===== src/sfcf_regs.vh =====
`ifndef SFCF_REGS_VH
`define SFCF_REGS_VH
// apb register byte offsets
`define SFCF_CTRL_OFF     12'h000
`define SFCF_STATUS_OFF   12'h004
`define SFCF_CAPID_OFF    12'h008
`define SFCF_CFG_OFF      12'h00c
// control register: one request bit per operation, in ranking order
`define SFCF_OP_CAPID     0
`define SFCF_OP_SILID     1
`define SFCF_OP_READ      2
`define SFCF_OP_FREAD     3
`define SFCF_OP_WRITE     4
`define SFCF_OP_SERASE    5
`define SFCF_OP_BERASE    6
`define SFCF_OP_PROTECT   7
`define SFCF_OP_STATUS    8
`define SFCF_NUM_OPS      9
// status register fields
`define SFCF_ST_BUSY      0
`define SFCF_ST_OP_LSB    4
// density codes 0..4, smallest to largest
`define SFCF_DENS_RST     3'h2
`define SFCF_DENS_MAX     3'h4
// serial opcode for the capacity id read
`define SFCF_CMD_CAPID    8'h9f
// recovery cycles after busy falls
`define SFCF_RECOVER_CYC  2
`endif


===== src/sfcf_front_end.v =====
`timescale 1ns/10ps
`default_nettype none
// What this block does
// - rank capacity-id first, status read last
// - simultaneous requests run only the top one
// - offer operations by flash density
// - sample capacity-id request every rising edge while idle
// - busy high during capacity-id command
// - capacity id valid from the edge where busy falls
// - capacity id held until the next finished id frame or reset
// - request still high restarts command
module sfcf_front_end (
   input  wire        pclk,
   input  wire        presetn,
   input  wire        psel,
   input  wire        penable,
   input  wire        pwrite,
   input  wire [11:0] paddr,
   input  wire [31:0] pwdata,
   output reg  [31:0] prdata,
   output reg         pready,
   output reg         pslverr,
   input  wire        flash_miso,
   output reg         flash_cs_n,
   output reg         flash_mosi,
   output reg         flash_sclk_en,
   output reg         busy,
   output reg  [7:0]  capacity_id
);
`include "sfcf_regs.vh"
   localparam ST_IDLE = 2'd0;
   localparam ST_RUN  = 2'd1;
   localparam ST_REC  = 2'd2;

   // operation codes that the density gate looks at
   localparam OP_CAPID = 4'd0;
   localparam OP_SILID = 4'd1;
   localparam OP_FREAD = 4'd3;
   // pick result when nothing may run
   localparam NO_OP    = 5'h10;
   // density window: capid and fast read need the three largest,
   // silicon id the four smallest of the five codes
   localparam DENS_LO  = 3'h2;
   localparam DENS_HI  = 3'h3;

   reg  [1:0]                state_q;
   reg  [`SFCF_NUM_OPS-1:0]  req_q;
   reg  [3:0]                op_q;
   reg  [2:0]                dens_q;
   reg  [1:0]                rec_q;
   reg                       start_q;
   wire                      sh_cs_n;
   wire                      sh_mosi;
   wire                      sh_done;
   wire [7:0]                sh_id;
   wire                      acc;
   wire                      wr;
   wire [4:0]                sel_op;

   // density gating of each operation
   function allowed;
      input [3:0] op;
      input [2:0] dens;
      begin
         case (op)
            OP_CAPID, OP_FREAD: allowed = (dens >= DENS_LO);
            OP_SILID:           allowed = (dens <= DENS_HI);
            default:    allowed = 1'b1;
         endcase
      end
   endfunction

   // lowest index wins among allowed requests
   // capacity id ranks first
   function [4:0] pick;
      input [`SFCF_NUM_OPS-1:0] req;
      input [2:0]               dens;
      integer i;
      begin
         pick = NO_OP;
         for (i = `SFCF_NUM_OPS - 1; i >= 0; i = i - 1) begin
            if (req[i] && allowed(i[3:0], dens)) begin
               pick = {1'b0, i[3:0]};
            end
         end
      end
   endfunction

   // a transfer completes at the edge where pready is seen high
   assign acc = psel && penable && pready;
   assign wr  = acc && pwrite;

   // one arbitration result, shared by the sequencer
   assign sel_op = pick(req_q, dens_q);

   sfcf_capid_shift u_shift (
      .pclk       (pclk),
      .presetn    (presetn),
      .start      (start_q),
      .flash_miso (flash_miso),
      .flash_cs_n (sh_cs_n),
      .flash_mosi (sh_mosi),
      .done       (sh_done),
      .id_byte    (sh_id)
   );

   // apb slave, one wait state: pready rises at the end of the first access cycle
   always @(posedge pclk or negedge presetn) begin
      if (!presetn) begin
         pready  <= 1'b0;
         pslverr <= 1'b0;
         prdata  <= 32'h00000000;
         dens_q  <= `SFCF_DENS_RST;
      end else begin
         pready  <= psel && !pready && penable;
         pslverr <= 1'b0;
         if (psel && penable && !pready) begin
            pslverr <= (paddr > `SFCF_CFG_OFF) || (paddr[1:0] != 2'b00);
            // read word chosen in the first access cycle
            case (paddr)
               `SFCF_CTRL_OFF:   prdata <= {23'h0, req_q};
               `SFCF_STATUS_OFF: prdata <= {24'h0, op_q, 3'h0, busy};
               `SFCF_CAPID_OFF:  prdata <= {24'h0, capacity_id};
               `SFCF_CFG_OFF:    prdata <= {29'h0, dens_q};
               default:          prdata <= 32'h00000000;
            endcase
         end
         if (wr && paddr == `SFCF_CFG_OFF && pwdata[2:0] <= `SFCF_DENS_MAX) begin
            dens_q <= pwdata[2:0];
         end
      end
   end

   // registered pin drive, so every flash pin leaves a flip-flop
   always @(posedge pclk or negedge presetn) begin
      if (!presetn) begin
         flash_cs_n    <= 1'b1;
         flash_mosi    <= 1'b0;
         flash_sclk_en <= 1'b0;
      end else begin
         flash_cs_n    <= sh_cs_n;
         flash_mosi    <= sh_mosi;
         flash_sclk_en <= !sh_cs_n;
      end
   end

   // request levels, rewritten whole by a control write
   always @(posedge pclk or negedge presetn) begin
      if (!presetn) begin
         req_q <= {`SFCF_NUM_OPS{1'b0}};
      end else begin
         if (wr && paddr == `SFCF_CTRL_OFF) begin
            req_q <= pwdata[`SFCF_NUM_OPS-1:0];
         end
      end
   end

   // captured capacity id, changed only by a finished id frame
   always @(posedge pclk or negedge presetn) begin
      if (!presetn) begin
         capacity_id <= 8'h00;
      end else begin
         if (state_q == ST_RUN && sh_done) begin
            capacity_id <= sh_id;
         end
      end
   end

   // sequencing: arbitration, busy and recovery
   always @(posedge pclk or negedge presetn) begin
      if (!presetn) begin
         state_q <= ST_IDLE;
         op_q    <= 4'h0;
         rec_q   <= 2'd0;
         start_q <= 1'b0;
         busy    <= 1'b0;
      end else begin
         start_q <= 1'b0;
         case (state_q)
            ST_IDLE: begin
               if (sel_op != NO_OP) begin
                  op_q    <= sel_op[3:0];
                  busy    <= 1'b1;
                  start_q <= (sel_op == {1'b0, OP_CAPID});
                  state_q <= ST_RUN;
               end
            end
            ST_RUN: begin
               if (op_q != OP_CAPID || sh_done) begin
                  busy    <= 1'b0;
                  rec_q   <= 2'd0;
                  state_q <= ST_REC;
               end
            end
            ST_REC: begin
               rec_q <= rec_q + 2'd1;
               if (rec_q == `SFCF_RECOVER_CYC - 1) begin
                  state_q <= ST_IDLE;
               end
            end
            default: state_q <= ST_IDLE;
         endcase
      end
   end
endmodule // sfcf_front_end
`default_nettype wire


===== src/sfcf_capid_shift.v =====
`timescale 1ns/10ps
`default_nettype none
// shifts the capacity-id command out and captures the returned byte
module sfcf_capid_shift (
   input  wire       pclk,
   input  wire       presetn,
   input  wire       start,
   input  wire       flash_miso,
   output reg        flash_cs_n,
   output reg        flash_mosi,
   output reg        done,
   output reg  [7:0] id_byte
);
`include "sfcf_regs.vh"
   localparam [7:0] CMD = `SFCF_CMD_CAPID;
   reg [4:0] bit_cnt_q;
   reg [7:0] cmd_sr_q;
   reg       active_q;
   reg [7:0] rx_sr_q;

   // 8 command bits then 8 response bits, one per clock
   always @(posedge pclk or negedge presetn) begin
      if (!presetn) begin
         bit_cnt_q  <= 5'h00;
         cmd_sr_q   <= 8'h00;
         active_q   <= 1'b0;
         rx_sr_q    <= 8'h00;
         flash_cs_n <= 1'b1;
         flash_mosi <= 1'b0;
         done       <= 1'b0;
         id_byte    <= 8'h00;
      end else begin
         done <= 1'b0;
         if (start && !active_q) begin
            active_q   <= 1'b1;
            flash_cs_n <= 1'b0;
            bit_cnt_q  <= 5'h00;
            flash_mosi <= CMD[7];
            cmd_sr_q   <= CMD;
         end else if (active_q) begin
            bit_cnt_q <= bit_cnt_q + 5'h01;
            if (bit_cnt_q < 5'h07) begin
               flash_mosi <= cmd_sr_q[6];
               cmd_sr_q   <= {cmd_sr_q[6:0], 1'b0};
            end else begin
               flash_mosi <= 1'b0;
            end
            // the pins leave a register in the front end, so the answer
            // arrives one cycle later than the count alone suggests
            if (bit_cnt_q >= 5'h09) begin
               rx_sr_q <= {rx_sr_q[6:0], flash_miso};
            end
            if (bit_cnt_q == 5'h10) begin
               // id is valid from the same edge as done
               id_byte    <= {rx_sr_q[6:0], flash_miso};
               active_q   <= 1'b0;
               flash_cs_n <= 1'b1;
               done       <= 1'b1;
            end
         end
      end
   end
endmodule // sfcf_capid_shift
`default_nettype wire


===== config.mk =====
export PLATFORM = sky130hd
export DESIGN_NAME = sfcf_front_end
export DESIGN_NICKNAME = d
export VERILOG_FILES = /design/src/sfcf_front_end.v /design/src/sfcf_capid_shift.v
export VERILOG_INCLUDE_DIRS = /design/src
export SDC_FILE = /design/constraint.sdc
export NUM_CORES = 1
export LEC_CHECK = 0
export BUFFER_PORTS_ARGS = -buffer_cell sky130_fd_sc_hd__buf_2
export CORE_ASPECT_RATIO = 1.1
export CORE_UTILIZATION = 45
export CTS_BUF_LIST = sky130_fd_sc_hd__clkbuf_16
export CTS_CLUSTER_SIZE = 8
export DETAILED_ROUTE_END_ITERATION = 8
export PLACE_DENSITY = 0.72
export RECOVER_POWER = 25
export SETUP_SLACK_MARGIN = 0.05
export SLEW_MARGIN = 20
export SYNTH_ARGS = -nofsm -noshare
export SYNTH_HDL_FRONTEND = slang
export SYNTH_SLANG_ARGS = --single-unit
export TNS_END_PERCENT = 20

===== constraint.sdc =====
create_clock -name pclk -period 2.4 [get_ports pclk]
set_input_delay 0.12 -clock pclk [delete_from_list [all_inputs] [get_ports pclk]]
set_output_delay 0.12 -clock pclk [all_outputs]
set_load 0.01 [all_outputs]

# Word level (Yosys, flattened, before mapping)
# Index checks and enable logic that the tools add are counted.
word_totals:
  regBits: 98
  input_bits: 50
  output_inout_bits: 46
  word_cells: 118
op_classes:
  add_sub_neg: 2
  n_lt_le_gt_ge: 6
  n_eq_ne: 11
  muxes: 39
  bitwise_logic: 1
  n_reduce_logical: 37
op_table:
  columns: ["cell", "count"]
  rows:
  - ["$mux W5", 11]
  - ["$pmux W9 S4", 1]
  - ["$eq A12 B4 Y1 const B", 2]
  - ["$mux W7", 3]
  - ["$mux W1", 17]
  - ["$logic_and A1 B1 Y1", 14]
  - ["$eq A12 B3 Y1 const B", 1]
  - ["$gt A12 B4 Y1 const B", 1]
  - ["$logic_not A12 Y1", 1]
  - ["$reduce_and A3 Y1", 4]
  - ["$reduce_bool A2 Y1", 6]
  - ["$mux W2", 4]
  - ["$reduce_and A2 Y1", 4]
  - ["$pmux W2 S3", 1]
  - ["$add A5 B1 Y5 const B", 1]
  - ["$eq A5 B5 Y1 const B", 1]
  - ["$ge A5 B4 Y1 const B", 1]
  - ["$logic_not A5 Y1", 1]
  - ["$lt A5 B3 Y1 const B", 1]
  - ["$ne A5 B5 Y1 const B", 1]
  - ["$eq A2 B1 Y1 const B", 2]
  - ["$ne A2 B2 Y1 const B", 2]
  - ["$pmux W2 S2", 1]
  - ["$reduce_bool A4 Y1", 1]
  - ["11 further kinds", 14]

# Depth between registers and ports, before layout
depth:
  depth_word: 12
  ltp_mapped: 6

# By module
# From an unflattened synthesis, not the netlist that was laid out.
unflattened:
  cells_unflattened: 294
  area_unflattened_um2: 3573.4
modules_own_cells:
  columns: ["module", "n_inst", "cells_each", "area_each_um2"]
  rows:
  - ["sfcf_front_end", 1, 198, 2232.1]
  - ["sfcf_capid_shift", 1, 96, 1341.3]

# Worst setup path after synthesis
# No wires, ideal clock.
synth_timing:
  kind: "register to register"
  from: "register u_shift.bit_cnt_q[0]"
  to: "register u_shift.rx_sr_q[0]"
  setup_ns: 0.125
  arrival_time_ns: 1.662
  t_required_ns: 2.275
  slack_ns: 0.613
  stages_incl_launch_ff: 5
  n_path_buf: 0
  path_cell_list: "dfrtp_1 > ha_1 > o41a_1 > o21ai_1 > mux2_2"
synth_between:
  elab_chain_cells: 2
synth_rtl:
  columns: ["item", "line", "rtl"]
  rows:
  - ["start, declared", "sfcf_capid_shift.v:16", "reg [4:0] bit_cnt_q;"]
  - ["start signal, assigned", "sfcf_capid_shift.v:41", "bit_cnt_q <= bit_cnt_q + 5'h01;"]
  - ["$ge A5 B4 Y1", "sfcf_capid_shift.v:50", "if (bit_cnt_q >= 5'h09) begin"]
  - ["$reduce_and A3 Y1 (no line)", null, null]
  - ["end signal, assigned", "sfcf_capid_shift.v:51", "rx_sr_q <= {rx_sr_q[6:0], flash_miso};"]
  - ["end, declared", "sfcf_capid_shift.v:19", "reg [7:0] rx_sr_q;"]
# Every way passes these cells.
# A chain may end at the register's enable or synchronous reset.

# Worst setup path after layout
layout_timing:
  from: "register req_q[7]"
  to: "register op_q[1]"
layout_between:
  elab_chain_cells: 10
layout_rtl:
  columns: ["item", "line", "rtl"]
  rows:
  - ["start, declared", "sfcf_front_end.v:47", "reg [`SFCF_NUM_OPS-1:0] req_q;"]
  - ["start signal, assigned", "sfcf_front_end.v:150", "req_q <= {`SFCF_NUM_OPS{1'b0}};"]
  - ["start signal, assigned", "sfcf_front_end.v:153", "req_q <= pwdata[`SFCF_NUM_OPS-1:0];"]
  - ["$mux W5 * (8 in a row)", "sfcf_front_end.v:82", "if (req[i] && allowed(i[3:0], dens)) begin"]
  - ["$ne A5 B5 Y1", "sfcf_front_end.v:181", "if (sel_op != NO_OP) begin"]
  - ["$reduce_and A2 Y1 (no line)", null, null]
  - ["end signal, assigned", "sfcf_front_end.v:182", "op_q <= sel_op[3:0];"]
  - ["end, declared", "sfcf_front_end.v:48", "reg [3:0] op_q;"]
# Mark *: on every way between the ends. The rest lies on a longest branch, timed or not.

==> qor.json <==
{
  "wire_length_of_the_first_global_routing_pass": {"value": 10800, "unit": "microns"},
  "nets": {"value": 401},
  "clock-root-buffer": {"value": "sky130_fd_sc_hd__clkbuf_16"},
  "gr-usage-all-layers": {"value": 18.1, "unit": "%"},
  "drt-vias-per-instance": {"value": 5.31},
  "wl_per_cell": {"value": 15.2, "unit": "microns"},
  "detailedPlacementHpwl": {"value": 4830, "unit": "microns"},
  "timing.critical_path.required": {"value": 2.61, "unit": "ns"},
  "tritoncts_clock_tree": {"value": "built"},
  "pwr_density_cell": {"value": 676, "unit": "mW/mm^2"},
  "max_cap_violations": {"value": 0},
  "worst_hold_startpoint": {"value": "pwdata[5]"},
  "synth_area": {"value": 0.00344, "unit": "sq mm"},
  "r2r_slack": {"value": 0.46, "unit": "ns"},
  "holdBufCountCts": {"value": 1},
  "worstReg2RegStart": {"value": "req_q[7]$_DFFE_PN0P_"},
  "h-tree-depth": {"value": 3},
  "synth_area_leaders": {"value": "sky130_fd_sc_hd__dfrtp_1, sky130_fd_sc_hd__mux2_2, sky130_fd_sc_hd__buf_4, sky130_fd_sc_hd__nand2_1, sky130_fd_sc_hd__dfstp_2"},
  "final.fill_count": {"value": 664},
  "synth.yosys.warnings": {"value": 0},
  "report.final.hold_viol_count": {"value": 0},
  "detailedRoute.firstIterationViolations": {"value": 122},
  "startpoint_kind_of_the_worst_setup_timing_path": {"value": "flop"},
  "max_clock_freq": {"value": 0.515, "unit": "GHz"},
  "clock_path_buffers": {"value": 2},
  "avgSynthCellArea": {"value": 11.9, "unit": "sq um"},
  "post_route_cells_drive_above_1_share": {"value": 26.4, "unit": "%"},
  "leakagePower": {"value": 1.97, "unit": "nW"},
  "clk_latency": {"value": 0.33, "unit": "ns"},
  "numClockSinks": {"value": 75},
  "largest_vdd_supply_drop": {"value": 0.000412, "unit": "V"},
  "path_class": {"value": "reg -> reg"},
  "worstHoldPathType": {"value": "in -> reg"},
  "hold_path_end": {"value": "req_q[5]$_DFFE_PN0P_"},
  "timing.slew.headroom": {"value": 44.3, "unit": "%"},
  "port_buffers": {"value": 49},
  "setup-tns-final": {"value": 0, "unit": "ns"},
  "count_of_distinct_cell_types_in_the_synthesized_netlist": {"value": 48},
  "antenna_found_initial": {"value": 0},
  "cts_made_buffers": {"value": 9},
  "ys_dominant_reg_cell": {"value": "sky130_fd_sc_hd__dfrtp_1"},
  "floorplan.die.width": {"value": 85.4, "unit": "microns"},
  "layout_worst_path_cycle_share": {"value": 80.9, "unit": "%"},
  "layout.cells.most_common": {"value": "sky130_fd_sc_hd__dfrtp_1"},
  "postCtsSetupBuffers": {"value": 0},
  "grt_start_max_net_pins": {"value": 42},
  "totalWireLength": {"value": 6660, "unit": "microns"},
  "r2r_cells": {"value": 4},
  "drt_first_pass_iters": {"value": 4},
  "placeableCoreArea": {"value": 0.00743, "unit": "sq mm"},
  "worst-path-max-fanout": {"value": 6},
  "synth_sequential_area_ratio": {"value": 54.6, "unit": "%"},
  "run_status": {"value": "finished, final reports clean"},
  "drtAntennaViolNets": {"value": 0},
  "clk_pin_slew_worst_paths": {"value": 0.06, "unit": "ns"},
  "grt.overflow.total": {"value": 0},
  "synth_area_leader_cell": {"value": "sky130_fd_sc_hd__dfrtp_1"},
  "postSynthRegisterBits": {"value": 75},
  "postSynthCellCount": {"value": 290},
  "io-pin-count": {"value": 96},
  "period_needed": {"value": 1.94, "unit": "ns"},
  "worst_hold_slack": {"value": 0.0154, "unit": "ns"},
  "rsz0062_at_grt": {"value": "false"},
  "placementRows": {"value": 33},
  "worst_setup_path_end_kind": {"value": "flop"},
  "drv_slew": {"value": 0},
  "fin_worst_skew": {"value": 0.00824, "unit": "ns"},
  "regToRegEndpoint": {"value": "op_q[1]$_DFFE_PN0P_"},
  "vertical_die_dimension": {"value": 93.7, "unit": "microns"},
  "worst-endpoint-arrival": {"value": 2.15, "unit": "ns"},
  "synth_top_area_share": {"value": 52.3, "unit": "%"},
  "commonest_non_fill_non_tap_cells_in_the_layout": {"value": "sky130_fd_sc_hd__dfrtp_1, sky130_fd_sc_hd__mux2_2, sky130_fd_sc_hd__buf_2"},
  "initial_core_utilization": {"value": 46.3, "unit": "%"},
  "antennaDiodeCount": {"value": 0},
  "worst-slew-pin-transition": {"value": 0.836, "unit": "ns"},
  "synthArstFlopShare": {"value": 100, "unit": "%"},
  "via_count": {"value": 2331},
  "first_global_vias": {"value": 2174},
  "cts_repair_resize_count": {"value": 0},
  "post-route-drc-count": {"value": 0},
  "areaGrowthSynthToFinish": {"value": 16.0, "unit": "%"},
  "globalplace.congestion": {"value": 0.813},
  "floorplan.die_area": {"value": 0.00801, "unit": "sq mm"},
  "setup-violations-final": {"value": 0},
  "synth-edff-count": {"value": 0},
  "worst_hold_path.num_cells": {"value": 2}
}
==> cell families after synthesis <==
family | Yosys count | share of synthesized area, %
AOI/OAI and AO/OA | 44 | 8.83
xor gates and xnor gates | 3 | 0.763
adders and majority gates | 4 | 1.45
buffers and inverters | 39 | 6.80
DFF | 75 | 54.6
muxes | 47 | 15.5
other | 1 | 0.109
and+or+nand+nor | 77 | 11.9
==> routing by layer <==
| layer | track usage (%) | part of all wire [%] |
|---|---|---|
| met5 | 0 | 0 |
| met4 | 10.0 | 2.2 |
| met3 | 3.51 | 4.4 |
| met2 | 28.5 | 47 |
| met1 | 23.7 | 47 |
==> synth_stat cells, drive strengths merged (2+ instances only) <==
cell type and n:
o31ai 7, xor2 2, inv 7, a22o 4, o21ai 10, nand2 25
a22oi 2, clkbuf 7, dfstp 3, nand2b 5, nor3 4, nor4 6
mux2 41, nor2b 4, nor2 15, nand3b 3, a221oi 2, dfrtp 72
a31oi 2, mux2i 5, nand4 2, ha 4, buf 25, nand3 9
a21o 3, a21oi 5
==> critical path, stage by stage, from the launching register on <==
cell and delay, ns:
sky130_fd_sc_hd__dfrtp_1 0.43, sky130_fd_sc_hd__nor4_1 0.50, sky130_fd_sc_hd__nand2b_1 0.11, sky130_fd_sc_hd__o21ai_1 0.39, sky130_fd_sc_hd__mux2_2 0.39
==> per-stage QoR <==
step | std cells | cell area [sq um] | utilization, % | total power [W] | setup slack [ns]
after floorplan | 312 | 3530 | - | 0.00140 | 0.613
after global placement | 422 | 3730 | 50.2 | 0.00144 | 0.465
after detailed placement | 422 | 3730 | 50.2 | 0.00145 | 0.441
after CTS | 439 | 4030 | 54.2 | 0.00273 | 0.480
after global routing | 439 | 3990 | 53.7 | 0.00280 | 0.282
final | 439 | 3990 | 53.7 | 0.00270 | 0.459
==> area by class of cell <==
type	count	area [sq um]	area share (%)
Sequential cell	75	1880	47.1
Timing Repair Buffer	56	280	7.02
Inverter	7	26.3	0.658
Clock inverter	7	61.3	1.54
Tap cell	87	109	2.73
Multi-Input combinational cell	198	1410	35.3
Clock buffer	9	225	5.64
==> flip-flops by register name, indices dropped and copies added, names as in the netlist, 2 cells and up <==
name,count
op_q,4
req_q,9
u_shift.cmd_sr_q,7
prdata,9
rec_q,2
u_shift.rx_sr_q,7
u_shift.bit_cnt_q,5
dens_q,3
capacity_id,8
state_q,2
u_shift.id_byte,8
==> where the power goes <==
part	internal (W)	switching (W)
Clock	0.000790	0.000487
Sequential	0.00128	0.0000146
Combinational	0.0000424	0.0000854
Total	0.00211	0.000587
==> worst max path at each step <==
stage	startpoint	end	slack (ns)	depth (start not counted)
finish	req_q[7]$_DFFE_PN0P_	op_q[1]$_DFFE_PN0P_	0.46	4
global route	req_q[7]$_DFFE_PN0P_	op_q[1]$_DFFE_PN0P_	0.28	4
CTS	req_q[4]$_DFFE_PN0P_	op_q[1]$_DFFE_PN0P_	0.48	4
floorplan	u_shift.bit_cnt_q[0]$_DFFE_PN0P_	u_shift.rx_sr_q[0]$_DFFE_PN0P_	0.61	4
detailed placement	paddr[11]	dens_q[2]$_DFFE_PN0P_	0.44	6
global placement	paddr[11]	dens_q[0]$_DFFE_PN0P_	0.47	6
No activity file was read; power rests on OpenSTA's default activity.
